<file path="config.mk">
export PLATFORM = sky130hd
export DESIGN_NAME = pmd_module_disable
export DESIGN_NICKNAME = d
export VERILOG_FILES = /design/src/verilog/pmd_pkg.sv /design/src/verilog/pmd_module_disable.sv
export SDC_FILE = /design/constraint.sdc
export NUM_CORES = 1
export LEC_CHECK = 0
export BUFFER_PORTS_ARGS = -buffer_cell sky130_fd_sc_hd__clkbuf_2
export CAP_MARGIN = 15
export CORE_ASPECT_RATIO = 2
export CORE_MARGIN = 2
export CORE_UTILIZATION = 49
export DETAILED_ROUTE_END_ITERATION = 10
export PLACE_DENSITY_LB_ADDON = 0.08
export SKIP_LAST_GASP = 1
export SLEW_MARGIN = 40
export SYNTH_ARGS = -nofsm -noshare
export SYNTH_HDL_FRONTEND = slang
export SYNTH_SLANG_ARGS = --single-unit
</file>
<file path="constraint.sdc">
create_clock -name ref_clk -period 4.1 [get_ports ref_clk]
set_input_delay 0.615 -clock ref_clk [delete_from_list [all_inputs] [get_ports ref_clk]]
set_output_delay 0.615 -clock ref_clk [all_outputs]
set_load 0.01 [all_outputs]
</file>
<file path="src/verilog/pmd_pkg.sv">
// How it works
// - a set disable bit holds its peripheral in reset, doing nothing
// - disabled peripheral registers ignore writes and read as 0x00
// - outputs of a disabled peripheral are forced inactive
// - every system reset clears all disable bits to zero
// - clearing a bit releases the peripheral with power-on values
// - quarter-rate clocked peripherals keep running when that network is cut
// - system register bit 2 blocks nonvolatile memory access and control
// - system bit 3 turns the scanner off, subject to its config enable
// - system bits 6,5,4,1,0 turn off vref, detector, crc, clkref, ioc
// - timers register bits 7..0 turn off timers 7..0
// - waveform bits 5,3,2,1,0: waveform gen, modulator, two meas, timer8
// - disable bits are read/write, one disabled, zero enabled
package pmd_pkg;

   // ==========================================================
   // bus shape
   localparam int ADDR_W = 16;
   localparam int DATA_W = 32;
   localparam int REG_NUM = 6;
   localparam int REG_W = 8;

   // register indices; byte address is four times the index
   localparam logic [13:0] IDX_SYSTEM = 14'h0E4C;
   localparam logic [13:0] IDX_TIMERS = 14'h0E4D;
   localparam logic [13:0] IDX_WAVEFORM = 14'h0E4E;
   localparam logic [13:0] IDX_ANALOG = 14'h0E4F;
   localparam logic [13:0] IDX_PWM_CAPTURE = 14'h0E50;
   localparam logic [13:0] IDX_SERIAL = 14'h0E51;

   // ==========================================================
   // implemented bits and reset values
   localparam logic [7:0] MASK_SYSTEM = 8'hFF;
   localparam logic [7:0] MASK_TIMERS = 8'hFF;
   localparam logic [7:0] MASK_WAVEFORM = 8'h2F;
   localparam logic [7:0] MASK_ANALOG = 8'h6F;
   localparam logic [7:0] MASK_PWM_CAPTURE = 8'h7F;
   localparam logic [7:0] MASK_SERIAL = 8'h7F;
   localparam logic [7:0] RESET_VAL = 8'h00;

   // system register fields
   localparam int BIT_SYSCLK_NET = 7;
   localparam int BIT_SCANNER = 3;
   localparam int BIT_NVM = 2;

   localparam logic [1:0] RESP_OKAY = 2'h0;
   localparam logic [1:0] RESP_SLVERR = 2'h2;

   // ==========================================================
   typedef struct packed {
      logic awvalid;
      logic [ADDR_W-1:0] awaddr;
      logic wvalid;
      logic [DATA_W-1:0] wdata;
      logic [3:0] wstrb;
      logic bready;
      logic arvalid;
      logic [ADDR_W-1:0] araddr;
      logic rready;
   } pmd_axi_req_t;

   typedef struct packed {
      logic awready;
      logic wready;
      logic bvalid;
      logic [1:0] bresp;
      logic arready;
      logic rvalid;
      logic [DATA_W-1:0] rdata;
      logic [1:0] rresp;
   } pmd_axi_rsp_t;

   // one disable byte per register, toward the peripherals
   typedef struct packed {
      logic [7:0] serial;
      logic [7:0] pwmCapture;
      logic [7:0] analog;
      logic [7:0] waveform;
      logic [7:0] timers;
      logic [7:0] system;
   } pmd_off_t;

endpackage
</file>
<file path="src/verilog/pmd_module_disable.sv">
`timescale 1ns/1ps
module pmd_module_disable (
   input wire logic ref_clk,
   input wire logic rst,
   input wire pmd_pkg::pmd_axi_req_t axiReq,
   output pmd_pkg::pmd_axi_rsp_t axiRsp,
   input wire logic scanCfgEn,
   output pmd_pkg::pmd_off_t modOff,
   output logic sysclkNetOff,
   output logic nvmAccessOff,
   output logic scanOff
);
   import pmd_pkg::*;

   // ==========================================================
   // address decode helpers

   // {hit, slot}; only word-aligned hits on the six indices
   function automatic logic [3:0] decode(
      input logic [ADDR_W-1:0] a
   );
      logic [13:0] idx;
      idx = a[ADDR_W-1:2];
      case (idx)
         IDX_SYSTEM: decode = 4'h8;
         IDX_TIMERS: decode = 4'h9;
         IDX_WAVEFORM: decode = 4'hA;
         IDX_ANALOG: decode = 4'hB;
         IDX_PWM_CAPTURE: decode = 4'hC;
         IDX_SERIAL: decode = 4'hD;
         default: decode = 4'h0;
      endcase
      if (a[1:0] != 2'h0) begin
         decode = 4'h0;
      end
   endfunction

   // implemented bits per slot
   function automatic logic [7:0] slotMask(
      input logic [2:0] s
   );
      case (s)
         3'h0: slotMask = MASK_SYSTEM;
         3'h1: slotMask = MASK_TIMERS;
         3'h2: slotMask = MASK_WAVEFORM;
         3'h3: slotMask = MASK_ANALOG;
         3'h4: slotMask = MASK_PWM_CAPTURE;
         3'h5: slotMask = MASK_SERIAL;
         default: slotMask = 8'h00;
      endcase
   endfunction

   // ==========================================================
   // state

   logic [7:0] reg_q [REG_NUM];
   logic [7:0] reg_d [REG_NUM];

   logic awRdy_q;
   logic wRdy_q;
   logic awHeld_q;
   logic wHeld_q;
   logic [ADDR_W-1:0] awAddr_q;
   logic [7:0] wData_q;
   logic wLane0_q;
   logic bValid_q;
   logic [1:0] bResp_q;
   logic arRdy_q;
   logic rValid_q;
   logic [DATA_W-1:0] rData_q;
   logic [1:0] rResp_q;

   logic scanSync1_q;
   logic scanSync2_q;
   logic scanSync3_q;
   logic cfgEn_q;

   logic sysclkNetOff_q;
   logic nvmAccessOff_q;
   logic scanOff_q;

   logic [3:0] wrDec;
   logic [3:0] rdDec;
   logic doWrite;
   logic awTake;
   logic wTake;
   logic arTake;

   // ==========================================================
   // handshake terms

   assign awTake = axiReq.awvalid & awRdy_q;
   assign wTake = axiReq.wvalid & wRdy_q;
   assign arTake = axiReq.arvalid & arRdy_q;
   assign wrDec = decode(awAddr_q);
   assign rdDec = decode(axiReq.araddr);
   // write commits once both halves are held and no answer pends
   assign doWrite = awHeld_q & wHeld_q & ~bValid_q;

   // ==========================================================
   // next register values

   // unassigned bits never store; byte lane 0 carries the data
   always_comb begin
      for (int i = 0; i < REG_NUM; i++) begin
         reg_d[i] = reg_q[i];
      end
      if (doWrite && wrDec[3] && wLane0_q) begin
         reg_d[wrDec[2:0]] = wData_q & slotMask(wrDec[2:0]);
      end
   end

   // ==========================================================
   // disable registers

   // cleared by every reset so all peripherals but the scanner start enabled
   always_ff @(posedge ref_clk or posedge rst) begin
      if (rst) begin
         for (int i = 0; i < REG_NUM; i++) begin
            reg_q[i] <= RESET_VAL;
         end
      end else begin
         for (int i = 0; i < REG_NUM; i++) begin
            reg_q[i] <= reg_d[i];
         end
      end
   end

   // each byte drives hold-in-reset, output gate and access gate
   // of its peripherals; a cleared bit lets the peripheral come
   // out of reset with power-on values
   assign modOff.system = reg_q[0];
   assign modOff.timers = reg_q[1];
   assign modOff.waveform = reg_q[2];
   assign modOff.analog = reg_q[3];
   assign modOff.pwmCapture = reg_q[4];
   assign modOff.serial = reg_q[5];
   // system bits 6,5,4,1,0 go out unchanged in modOff.system

   // ==========================================================
   // scanner config enable, from outside the clock domain

   // three stages; only an agreeing pair of late stages counts
   always_ff @(posedge ref_clk or posedge rst) begin
      if (rst) begin
         scanSync1_q <= 1'b0;
         scanSync2_q <= 1'b0;
         scanSync3_q <= 1'b0;
      end else begin
         scanSync1_q <= scanCfgEn;
         scanSync2_q <= scanSync1_q;
         scanSync3_q <= scanSync2_q;
      end
   end

   // scanner treated as not configured until the strap settles
   always_ff @(posedge ref_clk or posedge rst) begin
      if (rst) begin
         cfgEn_q <= 1'b0;
      end else if (scanSync2_q == scanSync3_q) begin
         cfgEn_q <= scanSync3_q;
      end
   end

   // ==========================================================
   // special system controls, loaded with the register itself

   // only the full-rate network is cut; the quarter-rate clock
   // stays outside this gate so its users keep running
   always_ff @(posedge ref_clk or posedge rst) begin
      if (rst) begin
         sysclkNetOff_q <= 1'b0;
      end else begin
         sysclkNetOff_q <= reg_d[0][BIT_SYSCLK_NET];
      end
   end

   // blocks memory reads, writes and control register writes
   always_ff @(posedge ref_clk or posedge rst) begin
      if (rst) begin
         nvmAccessOff_q <= 1'b0;
      end else begin
         nvmAccessOff_q <= reg_d[0][BIT_NVM];
      end
   end

   // an unconfigured scanner stays off whatever software writes
   always_ff @(posedge ref_clk or posedge rst) begin
      if (rst) begin
         scanOff_q <= 1'b1;
      end else begin
         scanOff_q <= reg_d[0][BIT_SCANNER] | ~cfgEn_q;
      end
   end

   assign sysclkNetOff = sysclkNetOff_q;
   assign nvmAccessOff = nvmAccessOff_q;
   assign scanOff = scanOff_q;

   // ==========================================================
   // write address and data channels

   // each half is taken alone; both stay closed until bready
   always_ff @(posedge ref_clk or posedge rst) begin
      if (rst) begin
         awRdy_q <= 1'b1;
         awHeld_q <= 1'b0;
         awAddr_q <= '0;
      end else begin
         if (awTake) begin
            awRdy_q <= 1'b0;
            awHeld_q <= 1'b1;
            awAddr_q <= axiReq.awaddr;
         end else if (doWrite) begin
            awHeld_q <= 1'b0;
         end else if (bValid_q && axiReq.bready) begin
            awRdy_q <= 1'b1;
         end
      end
   end

   always_ff @(posedge ref_clk or posedge rst) begin
      if (rst) begin
         wRdy_q <= 1'b1;
         wHeld_q <= 1'b0;
         wData_q <= '0;
         wLane0_q <= 1'b0;
      end else begin
         if (wTake) begin
            wRdy_q <= 1'b0;
            wHeld_q <= 1'b1;
            wData_q <= axiReq.wdata[7:0];
            wLane0_q <= axiReq.wstrb[0];
         end else if (doWrite) begin
            wHeld_q <= 1'b0;
         end else if (bValid_q && axiReq.bready) begin
            wRdy_q <= 1'b1;
         end
      end
   end

   // ==========================================================
   // write response

   // unmapped or misaligned words answer SLVERR and store nothing
   always_ff @(posedge ref_clk or posedge rst) begin
      if (rst) begin
         bValid_q <= 1'b0;
         bResp_q <= RESP_OKAY;
      end else if (doWrite) begin
         bValid_q <= 1'b1;
         bResp_q <= wrDec[3] ? RESP_OKAY : RESP_SLVERR;
      end else if (bValid_q && axiReq.bready) begin
         bValid_q <= 1'b0;
      end
   end

   // ==========================================================
   // read channel

   // one read at a time; data registered with the valid
   always_ff @(posedge ref_clk or posedge rst) begin
      if (rst) begin
         arRdy_q <= 1'b1;
         rValid_q <= 1'b0;
         rData_q <= '0;
         rResp_q <= RESP_OKAY;
      end else if (arTake) begin
         arRdy_q <= 1'b0;
         rValid_q <= 1'b1;
         if (rdDec[3]) begin
            rData_q <= {24'h000000,
               reg_q[rdDec[2:0]] & slotMask(rdDec[2:0])};
            rResp_q <= RESP_OKAY;
         end else begin
            rData_q <= '0;
            rResp_q <= RESP_SLVERR;
         end
      end else if (rValid_q && axiReq.rready) begin
         rValid_q <= 1'b0;
         arRdy_q <= 1'b1;
      end
   end

   assign axiRsp.awready = awRdy_q;
   assign axiRsp.wready = wRdy_q;
   assign axiRsp.bvalid = bValid_q;
   assign axiRsp.bresp = bResp_q;
   assign axiRsp.arready = arRdy_q;
   assign axiRsp.rvalid = rValid_q;
   assign axiRsp.rdata = rData_q;
   assign axiRsp.rresp = rResp_q;
endmodule

</file>
==> qor.csv, run 1 <==
metric,value,unit
top_reg_cell synth,dfrtp_1,
busiest grt layer,met2,
Leak Pwr,0.00261,uW
die area,9540,um^2
Setup Buffers After CTS,0,
worst slew pin tran,0.745,ns
final worst slack,1.64,ns
ANT cells,0,
ys async rst share,100,%
top cell type by total area after synthesis,dfrtp_1,
Vias/cell,5.34,
first-pass iteration count of the detailed router,4,
final hold slack,0.350,ns
Hold Path Class,in2async,
post-CTS sizing,0,
"Largest stage delay, worst path",0.54,ns
GR Util All Layers,20.9,%
I/O pins,168,
Std-Cell Rows,48,
WL/cell,17.3,um
core footprint,8530,um^2
htree depth,3,
Worst EP required,4.32,ns
setup violators final,0,
max_cap viols,0,
RePlAce Congestion,0.794,
final WL,9.59,mm
largest net degree at the start of global routing,66,
RSZ-0062 raised after global routing,false,
vias in the first global route,2967,
Port Buffers,114,
Clock Sinks,95,
CP Max Fanout,8,
Die W,70.1,um
worst skew pair latency,0.34,ns
Register Area,2380,um^2
root buffer cell,clkbuf_16,
Syn Area/Cell,12.8,um^2
RR Startpoint,awAddr_q[15]$_DFFE_PP0P_,
pwr dens,479,nW/um^2
DP Worst Slack,1.40,ns
share of the synthesized area in the top cell type,53.2,%
Rel. slew slack,50.0,%
first-pass GRT wire length,15.2,mm
Area Growth Syn to Fin,20.5,%
Cells after Synth,335,
synth unique cells,45,
final hold violations,0,
hpwl dp,7.18,mm
fraction of layout cells with a size suffix above 1,46.0,%
die height,136,um
sequential area share after synthesis,55.7,%
CTS Buf Count,9,
Post-synth top cells,"91 x dfrtp_1, 63 x mux2_2, 33 x buf_4, 21 x nand2_1, 21 x o21ai_0",
"Critical Path, Cell by Cell","or3_4, nor4b_4, o21ai_1, nor2_2, mux2_2",
CP max stage cell,nor2_2,
Post-CTS Hold Buffers,0,
CP Class,reg2reg,
Period minus WS final,2.46,ns
R2R setup slack,1.64,ns
crit path launch type,flip-flop,
clock skew,0.00733,ns
DRC,0,
number of synthesized flops with an enable pin,0,
drt initial violations,125,
met3 Use GR,4.60,%
Max Slew Vio Count,0,
final period utilization,59.9,%
Initial Util,50.1,%
CP endpoint kind,flip-flop,
Nets,525,
met2 Use GR,36.8,%
vias,2961,
CTS tree,built,
number of fill cells in the layout,739,
reg2reg path depth,5,
final instance area,5150,um^2
Mapped Area,4280,um^2
yosys warns,0,
DP Area,4810,um^2
deepest clock path buffer count,2,
initial antenna violation count,0,
final core occ,60.4,%
grt total ovfl,0,
critical path arrival,2.68,ns
register bit total from synthesis,95,
GR Layer Usage met1,24.4,%
final setup TNS,0,ns
antenna-violating nets left,0,
status,"finished, final reports clean",
area of the multi-input gates,1690,um^2
r2r endpoint,modOff[9]$_DFFE_PP0P_,
Clock transition at path regs,0.06,ns
Area contributors post-synth,"dfrtp_1 53%, mux2_2 17%, buf_4 5.8%",
Peak supply drop,350,uV
FMAX,407,MHz
most numerous cell in the Yosys netlist,dfrtp_1,
-- placed cells by master (no fill, tap or decap), drive strengths merged, types with 3 or more instances in the layout --
cell type	instances
nor3	3
o221ai	5
nand3	4
dfstp	4
clkbuf	124
a21oi	4
mux2	63
nor4b	3
or3	3
nor2	10
inv	9
clkinv	3
mux2i	11
nand2	21
o21ai	23
a221oi	6
nor2b	8
a2bb2oi	5
conb	26
dfrtp	91
-- stage by stage --
| step | total power (uW) | instances |
|---|---|---|
| after floorplan | 1480 | 360 |
| after global placement | 1560 | 538 |
| after detailed placement | 1580 | 538 |
| after CTS | 2490 | 554 |
| after global routing | 2590 | 554 |
| final | 2470 | 554 |
-- layer usage --
metal	part of all wire (%)	vias to the layer above
li1	-	1379
met1	38	1457
met2	54	111
met3	5.7	14
met4	2.2	0
met5	0	-
-- registers in the layout, indices dropped and copies added (netlist names) --
signal and count:
modOff 48, wData_q 8, scanOff 1, arRdy_q 1, cfgEn_q 1, rData_q 8, awAddr_q 16, bValid_q 1
awRdy_q 1, scanSync3_q 1, scanSync1_q 1, rValid_q 1, wLane0_q 1, wHeld_q 1, awHeld_q 1, scanSync2_q 1
bResp_q 1, wRdy_q 1, rResp_q 1
-- where the power goes --
| part | internal (uW) | total, uW | leakage, uW | switching (uW) |
|---|---|---|---|---|
| logic | 183 | 331 | 0.00121 | 148 |
| registers | 1100 | 1230 | 0.00125 | 135 |
| clock network | 554 | 906 | 0.000159 | 352 |
| total | 1830 | 2470 | 0.00261 | 635 |
-- layout make-up --
type | count | area share, %
sequential | 95 | 46.2
inverter | 9 | 0.753
tap | 100 | 2.43
multi-input combinational | 218 | 32.8
clock buffer | 10 | 4.64
timing repair buffer | 116 | 11.4
clock inverter | 6 | 1.82
-- logic make-up after synthesis --
| family | after synthesis | synth area share [%] |
|---|---|---|
| mux | 74 | 19.2 |
| buf+inv | 47 | 7.08 |
| other cells | 1 | 0.0877 |
| simple gates | 70 | 10.5 |
| flops | 95 | 55.7 |
| compound gates | 47 | 7.26 |
| fa+ha+maj | 1 | 0.234 |
-- worst max-delay path: cells and delay by family, from the launching register on --
kind | cells | cell delay [ns]
multiplexers | 1 | 0.40
flip-flops | 1 | 0.38
AO/OA/AOI/OAI | 1 | 0.19
AND/OR/NAND/NOR | 3 | 1.35
-- worst max path at each step --
| stage | startpoint | endpoint | cells after the start |
|---|---|---|---|
| final | awAddr_q[15]$_DFFE_PP0P_ | modOff[9]$_DFFE_PP0P_ | 5 |
| after global routing | awAddr_q[15]$_DFFE_PP0P_ | modOff[16]$_DFFE_PP0P_ | 5 |
| after CTS | awAddr_q[15]$_DFFE_PP0P_ | modOff[21]$_DFFE_PP0P_ | 5 |
| after detailed placement | axiReq[5] | rData_q[0]$_DFFE_PP0P_ | 7 |
| after global placement | axiReq[5] | rData_q[3]$_DFFE_PP0P_ | 6 |
| after floorplan | rst | awAddr_q[0]$_DFFE_PP0P_ | 1 |
Power figures use the tool's default switching activity.
==> inputs of run 2 (changes only) <==
Settings changed: CORE_UTILIZATION 49 to 44.
Clock period 4.1 ns to 2.1 ns, I/O delays scaled along.
==> qor.csv, run 2 (synthesis results as in run 1) <==
metric,value,unit
most frequent cells in the layout,"114 x clkbuf_2, 91 x dfrtp_1, 60 x mux2_2",
final setup TNS,0,ns
Rel. slew slack,56.4,%
antenna-violating nets left,0,
Reg power frac,52.3,%
die height,143,um
critical path arrival,2.27,ns
Clock transition at path regs,0.06,ns
"Critical Path, Cell by Cell","or3_4, nor4b_4, nand3_1, buf_4, nor2_4, mux2_2",
RePlAce Congestion,0.858,
Hold Path Class,in2reg,
CP max stage cell,or3_4,
P_int,3360,uW
RSZ-0062 raised after global routing,true,
"commonest non-fill, non-tap cell in the layout",clkbuf_2,
final period utilization,97.6,%
htree depth,3,
CP Max Fanout,6,
Port Buffers,114,
initial antenna violation count,0,
final instance area,5330,um^2
Net Switching,1220,uW
vias,3038,
drt initial violations,138,
Std-Cell Rows,50,
worst slew pin tran,0.652,ns
Largest register FFs,48,
grt total ovfl,0,
final WL,9.86,mm
die area,10600,um^2
"Largest stage delay, worst path",0.41,ns
max_cap viols,0,
status,"finished, final reports clean",
Peak supply drop,682,uV
GR Util All Layers,19.8,%
final core occ,56.8,%
Area Growth Syn to Fin,24.7,%
Worst EP required,2.32,ns
root buffer cell,clkbuf_16,
switch share,26.6,%
Max Slew Vio Count,0,
largest net degree at the start of global routing,81,
deepest clock path buffer count,2,
Finished Layout Cells,583,
Leak Pwr,0.00272,uW
vias in the first global route,3119,
CP Class,reg2reg,
Clock Sinks,95,
Worst Path Buf+Inv,1,
first-pass GRT wire length,15.5,mm
first-pass iteration count of the detailed router,4,
clock power share,33.0,%
final hold violations,0,
FMAX,488,MHz
clock skew,0.00920,ns
total power,4580,uW
CTS tree,built,
crit path launch type,flip-flop,
I/O pins,168,
Initial Util,45.6,%
DRC,0,
Vias/cell,5.21,
worst skew pair latency,0.34,ns
logic gate share of total power,14.7,%
CTS Buf Count,9,
setup violators final,0,
ANT cells,0,
number of fill cells in the layout,828,
largest delay contributor family on the critical path,simple AND/OR/NAND/NOR gates,
CP endpoint kind,flip-flop,
Die W,73.7,um
hpwl dp,7.59,mm
pwr dens,858,nW/um^2
fraction of layout cells with a size suffix above 1,48.0,%
Nets,550,
DP Area,5010,um^2
core footprint,9380,um^2
WL/cell,16.9,um
number of placed cells counting well taps,564,
Period minus WS final,2.05,ns
==> run 2: cell types whose count changed in the layout (fill, tap and decap cells not counted), sizes merged <==
cell	previous run	this run
buf	2	26
clkinvlp	1	2
bufinv	2	0
clkbuf	124	126
dlygate4sd3	0	1
clkinv	3	2
==> run 2: area by class of cell <==
type                       count  area [um^2]  share of cell area, %
clock inverter                 4         30.0                  0.563
sequential                    95         2380                   44.7
timing repair buffer         141          808                   15.2
clock buffer                  12          246                   4.62
tap                          104          130                   2.44
multi-input combinational    218         1700                   31.8
inverter                       9         37.5                  0.704
==> run 2: path summary, 6_finish.rpt <==
check	startpoint	endpoint	slack [ns]	depth (start not counted)
max in group asynchronous	rst	scanOff$_DFF_PP1_	0.85	4
max	awAddr_q[15]$_DFFE_PP0P_	modOff[29]$_DFFE_PP0P_	0.05	6
min in group asynchronous	rst	modOff[31]$_DFFE_PP0P_	0.49	3
min reg2reg	scanSync1_q$_DFF_PP0_	scanSync2_q$_DFF_PP0_	0.35	0
min	scanCfgEn	scanSync1_q$_DFF_PP0_	0.09	1
max reg2reg	awAddr_q[15]$_DFFE_PP0P_	modOff[29]$_DFFE_PP0P_	0.05	6
==> run 2: power by group through the flow <==
stage | Combinational, uW | Clock [uW] | Sequential [uW]
after CTS | 687 | 1550 | 2400
after detailed placement | 682 | 0 | 2430
after floorplan | 550 | 0 | 2350
final | 671 | 1510 | 2390
after global placement | 659 | 0 | 2420
after global routing | 755 | 1630 | 2440
==> run 2: layer usage <==
| metal | GRT usage [%] | wire, um | vias up | part of all wire [%] |
|---|---|---|---|---|
| li1 | - | - | 1421 | - |
| met1 | 22.1 | 3630 | 1497 | 37 |
| met2 | 35.2 | 5470 | 105 | 55 |
| met3 | 4.56 | 547 | 15 | 5.5 |
| met4 | 7.94 | 213 | 0 | 2.2 |
| met5 | 0 | 0 | - | 0 |
==> run 2: stage by stage <==
stage | worst slack, ns | hold slack (ns)
3_3_place_gp | 0.0344 | 0.310
3_5_place_dp | 0.0217 | 0.315
5_1_grt | -0.0407 | 0.0797
2_1_floorplan | 0.0426 | 0.331
6_report | 0.0497 | 0.0864
4_1_cts | 0.0293 | 0.0771
==> run 2: what timing repair did <==
item,4_1_cts,5_1_grt
endpoints found under the hold margin,15,0
resized for setup,0,5
setup buffers,0,2
setup endpoints to repair,0,21
hold buffers,1,0
==> inputs of run 3 (changes only) <==
Settings changed: ABC_AREA from default to 1, CORE_UTILIZATION 44 to 45.
==> qor.csv, run 3 <==
metric,value,unit
Max Slew Vio Count,0,
Area contributors post-synth,"dfrtp_1 50%, nand2_1 11%, buf_4 5.6%",
top cell type by total area after synthesis,dfrtp_1,
CP Max Fanout,14,
ys async rst share,100,%
Mapped Area,4560,um^2
WL/cell,14.3,um
clock skew,0.0109,ns
RR Startpoint,awAddr_q[9]$_DFFE_PP0P_,
worst skew pair latency,0.35,ns
number of placed cells counting well taps,783,
drt initial violations,189,
vias,3865,
pwr dens,880,nW/um^2
RSZ-0062 raised after global routing,false,
yosys warns,0,
worst slew pin tran,0.559,ns
CTS tree,built,
Die W,75.2,um
Std-Cell Rows,52,
met1 WL,3.90,mm
Leak Pwr,0.00293,uW
Area Growth Syn to Fin,21.3,%
"commonest non-fill, non-tap cell in the layout",nand2_1,
CP endpoint kind,flip-flop,
FMAX,537,MHz
setup violators final,0,
Largest register FFs,48,
cell depth of the worst hold path,1,
crit path launch type,flip-flop,
Clock transition at path regs,0.06,ns
fraction of layout cells with a size suffix above 1,27.1,%
largest net degree at the start of global routing,41,
DP Area,5260,um^2
Hold Path Class,in2reg,
R2R setup slack,0.24,ns
DP Worst Slack,0.147,ns
Rel. slew slack,62.7,%
most frequent cells in the layout,"134 x nand2_1, 114 x clkbuf_2, 91 x dfrtp_1",
CP max stage cell,dfrtp_1,
CTS Buf Count,9,
vias in the first global route,3880,
number of synthesized flops with an enable pin,0,
register bit total from synthesis,95,
CP Class,reg2reg,
Port Buffers,114,
Vias/cell,4.83,
Post-synth top cells,"134 x nand2_1, 91 x dfrtp_1, 60 x inv_1, 39 x nor2_1, 34 x buf_4",
synth unique cells,33,
GR Util All Layers,22.2,%
Peak supply drop,590,uV
max_cap viols,0,
Finished Layout Cells,800,
r2r endpoint,modOff[44]$_DFFE_PP0P_,
ANT cells,0,
Cells after Synth,537,
first-pass iteration count of the detailed router,5,
Worst EP required,2.32,ns
Setup Buffers After CTS,0,
die height,146,um
antenna-violating nets left,0,
grt total ovfl,0,
RePlAce Congestion,0.921,
Syn Area/Cell,8.50,um^2
hold path endpoint,scanSync1_q$_DFF_PP0_,
share of the synthesized area in the top cell type,49.9,%
htree depth,3,
first-pass GRT wire length,18.3,mm
Nets,736,
die area,11000,um^2
critical path arrival,2.08,ns
final WL,11.4,mm
sequential area share after synthesis,52.2,%
Period minus WS final,1.86,ns
final setup TNS,0,ns
uppermost layer routed,met4,
reg2reg path depth,12,
root buffer cell,clkbuf_16,
Initial Util,45.5,%
critical hold path startpoint,scanCfgEn,
CP most frequent cell,nand2_1,
initial antenna violation count,0,
I/O pins,168,
top_reg_cell synth,dfrtp_1,
Met2 Wirelength,6.48,mm
final hold slack,0.0758,ns
status,"finished, final reports clean",
final instance area,5530,um^2
core footprint,10000,um^2
most numerous cell in the Yosys netlist,nand2_1,
DR WL met3,575,um
final period utilization,88.6,%
"Largest stage delay, worst path",0.38,ns
"Critical Path, Cell by Cell","inv_2, nand2_1, inv_1, nand2_1, nor2_1, nand2_1, nand2_2, nand4_4, nor2_2, nand2_2, nand2_1, o21ai_1",
final hold violations,0,
deepest clock path buffer count,2,
Clock Sinks,95,
final worst slack,0.239,ns
DRC,0,
hpwl dp,9.17,mm
run 3: cell count changes after synthesis, moves of 15 or more:
cell / before / now
nor2_1: 7 / 39
o21ai_1: 2 / 27
nand2_1: 21 / 134
inv_1: 9 / 60
mux2_2: 63 / 13
nand4_1: 2 / 17
nand3_1: 4 / 30
a21oi_1: 4 / 19
run 3: logic make-up (layout without fill, tap and decap cells):
kind of cell               count (synthesis)  count (layout)  synth area share [%]
and+or+nand+nor                          244             244                  24.0
buffers and inverters                    109             212                  11.9
DFF                                       95              95                  52.2
AOI/OAI and AO/OA                         74              74                  8.34
muxes                                     13              13                  3.21
adders and majority gates                  1               1                 0.219
other                                      1              26                0.0822
run 3: cell type report:
class	count	area, um^2
clock buffers	11	233
clock inverters	5	36.3
fillers	990	4490
inverters	62	236
multi-input cells	358	1730
flip-flops and latches	95	2380
well taps	135	169
repair buffers	134	748
run 3: where the power goes:
part | total, uW | leakage (uW) | switching (uW) | internal [uW]
clock network | 1490 | 0.000122 | 688 | 803
registers | 2400 | 0.00122 | 232 | 2160
logic | 981 | 0.00159 | 612 | 369
run 3: stage by stage:
step,total power (uW),utilization [%]
final,4870,55.2
after global routing,5160,55.2
after CTS,4940,55.2
after detailed placement,3440,52.4
after global placement,3400,52.4
after floorplan,3130,-
run 3: how the worst max path moves through the flow:
stage	from	to	slack (ns)	depth (start not counted)
after floorplan	awAddr_q[9]$_DFFE_PP0P_	modOff[46]$_DFFE_PP0P_	0.40	13
after global placement	axiReq[16]	rData_q[3]$_DFFE_PP0P_	0.20	13
after detailed placement	axiReq[16]	rData_q[3]$_DFFE_PP0P_	0.15	13
after CTS	awAddr_q[9]$_DFFE_PP0P_	modOff[35]$_DFFE_PP0P_	0.20	11
after global routing	awAddr_q[9]$_DFFE_PP0P_	modOff[34]$_DFFE_PP0P_	0.01	12
final	awAddr_q[9]$_DFFE_PP0P_	modOff[44]$_DFFE_PP0P_	0.24	12
run 3: layer usage:
metal / global-route usage (%) / vias up
met1: 21.7 / 1785
met5: 0 / -
met3: 3.80 / 27
met4: 13.4 / 0
li1: - / 1922
met2: 40.6 / 131
run 3: what timing repair did:
action | in CTS | in global routing
endpoints found under the hold margin | 16 | 0
resized for setup | 0 | 0
hold buffers | 1 | 0
setup endpoints to repair | 0 | 0
run 3: worst max-delay path: cells and delay by family, from the launching register on:
family          cells  cell delay [ns]
compound gates      1             0.06
buf+inv             2             0.14
flops               1             0.38
simple gates        9             1.17
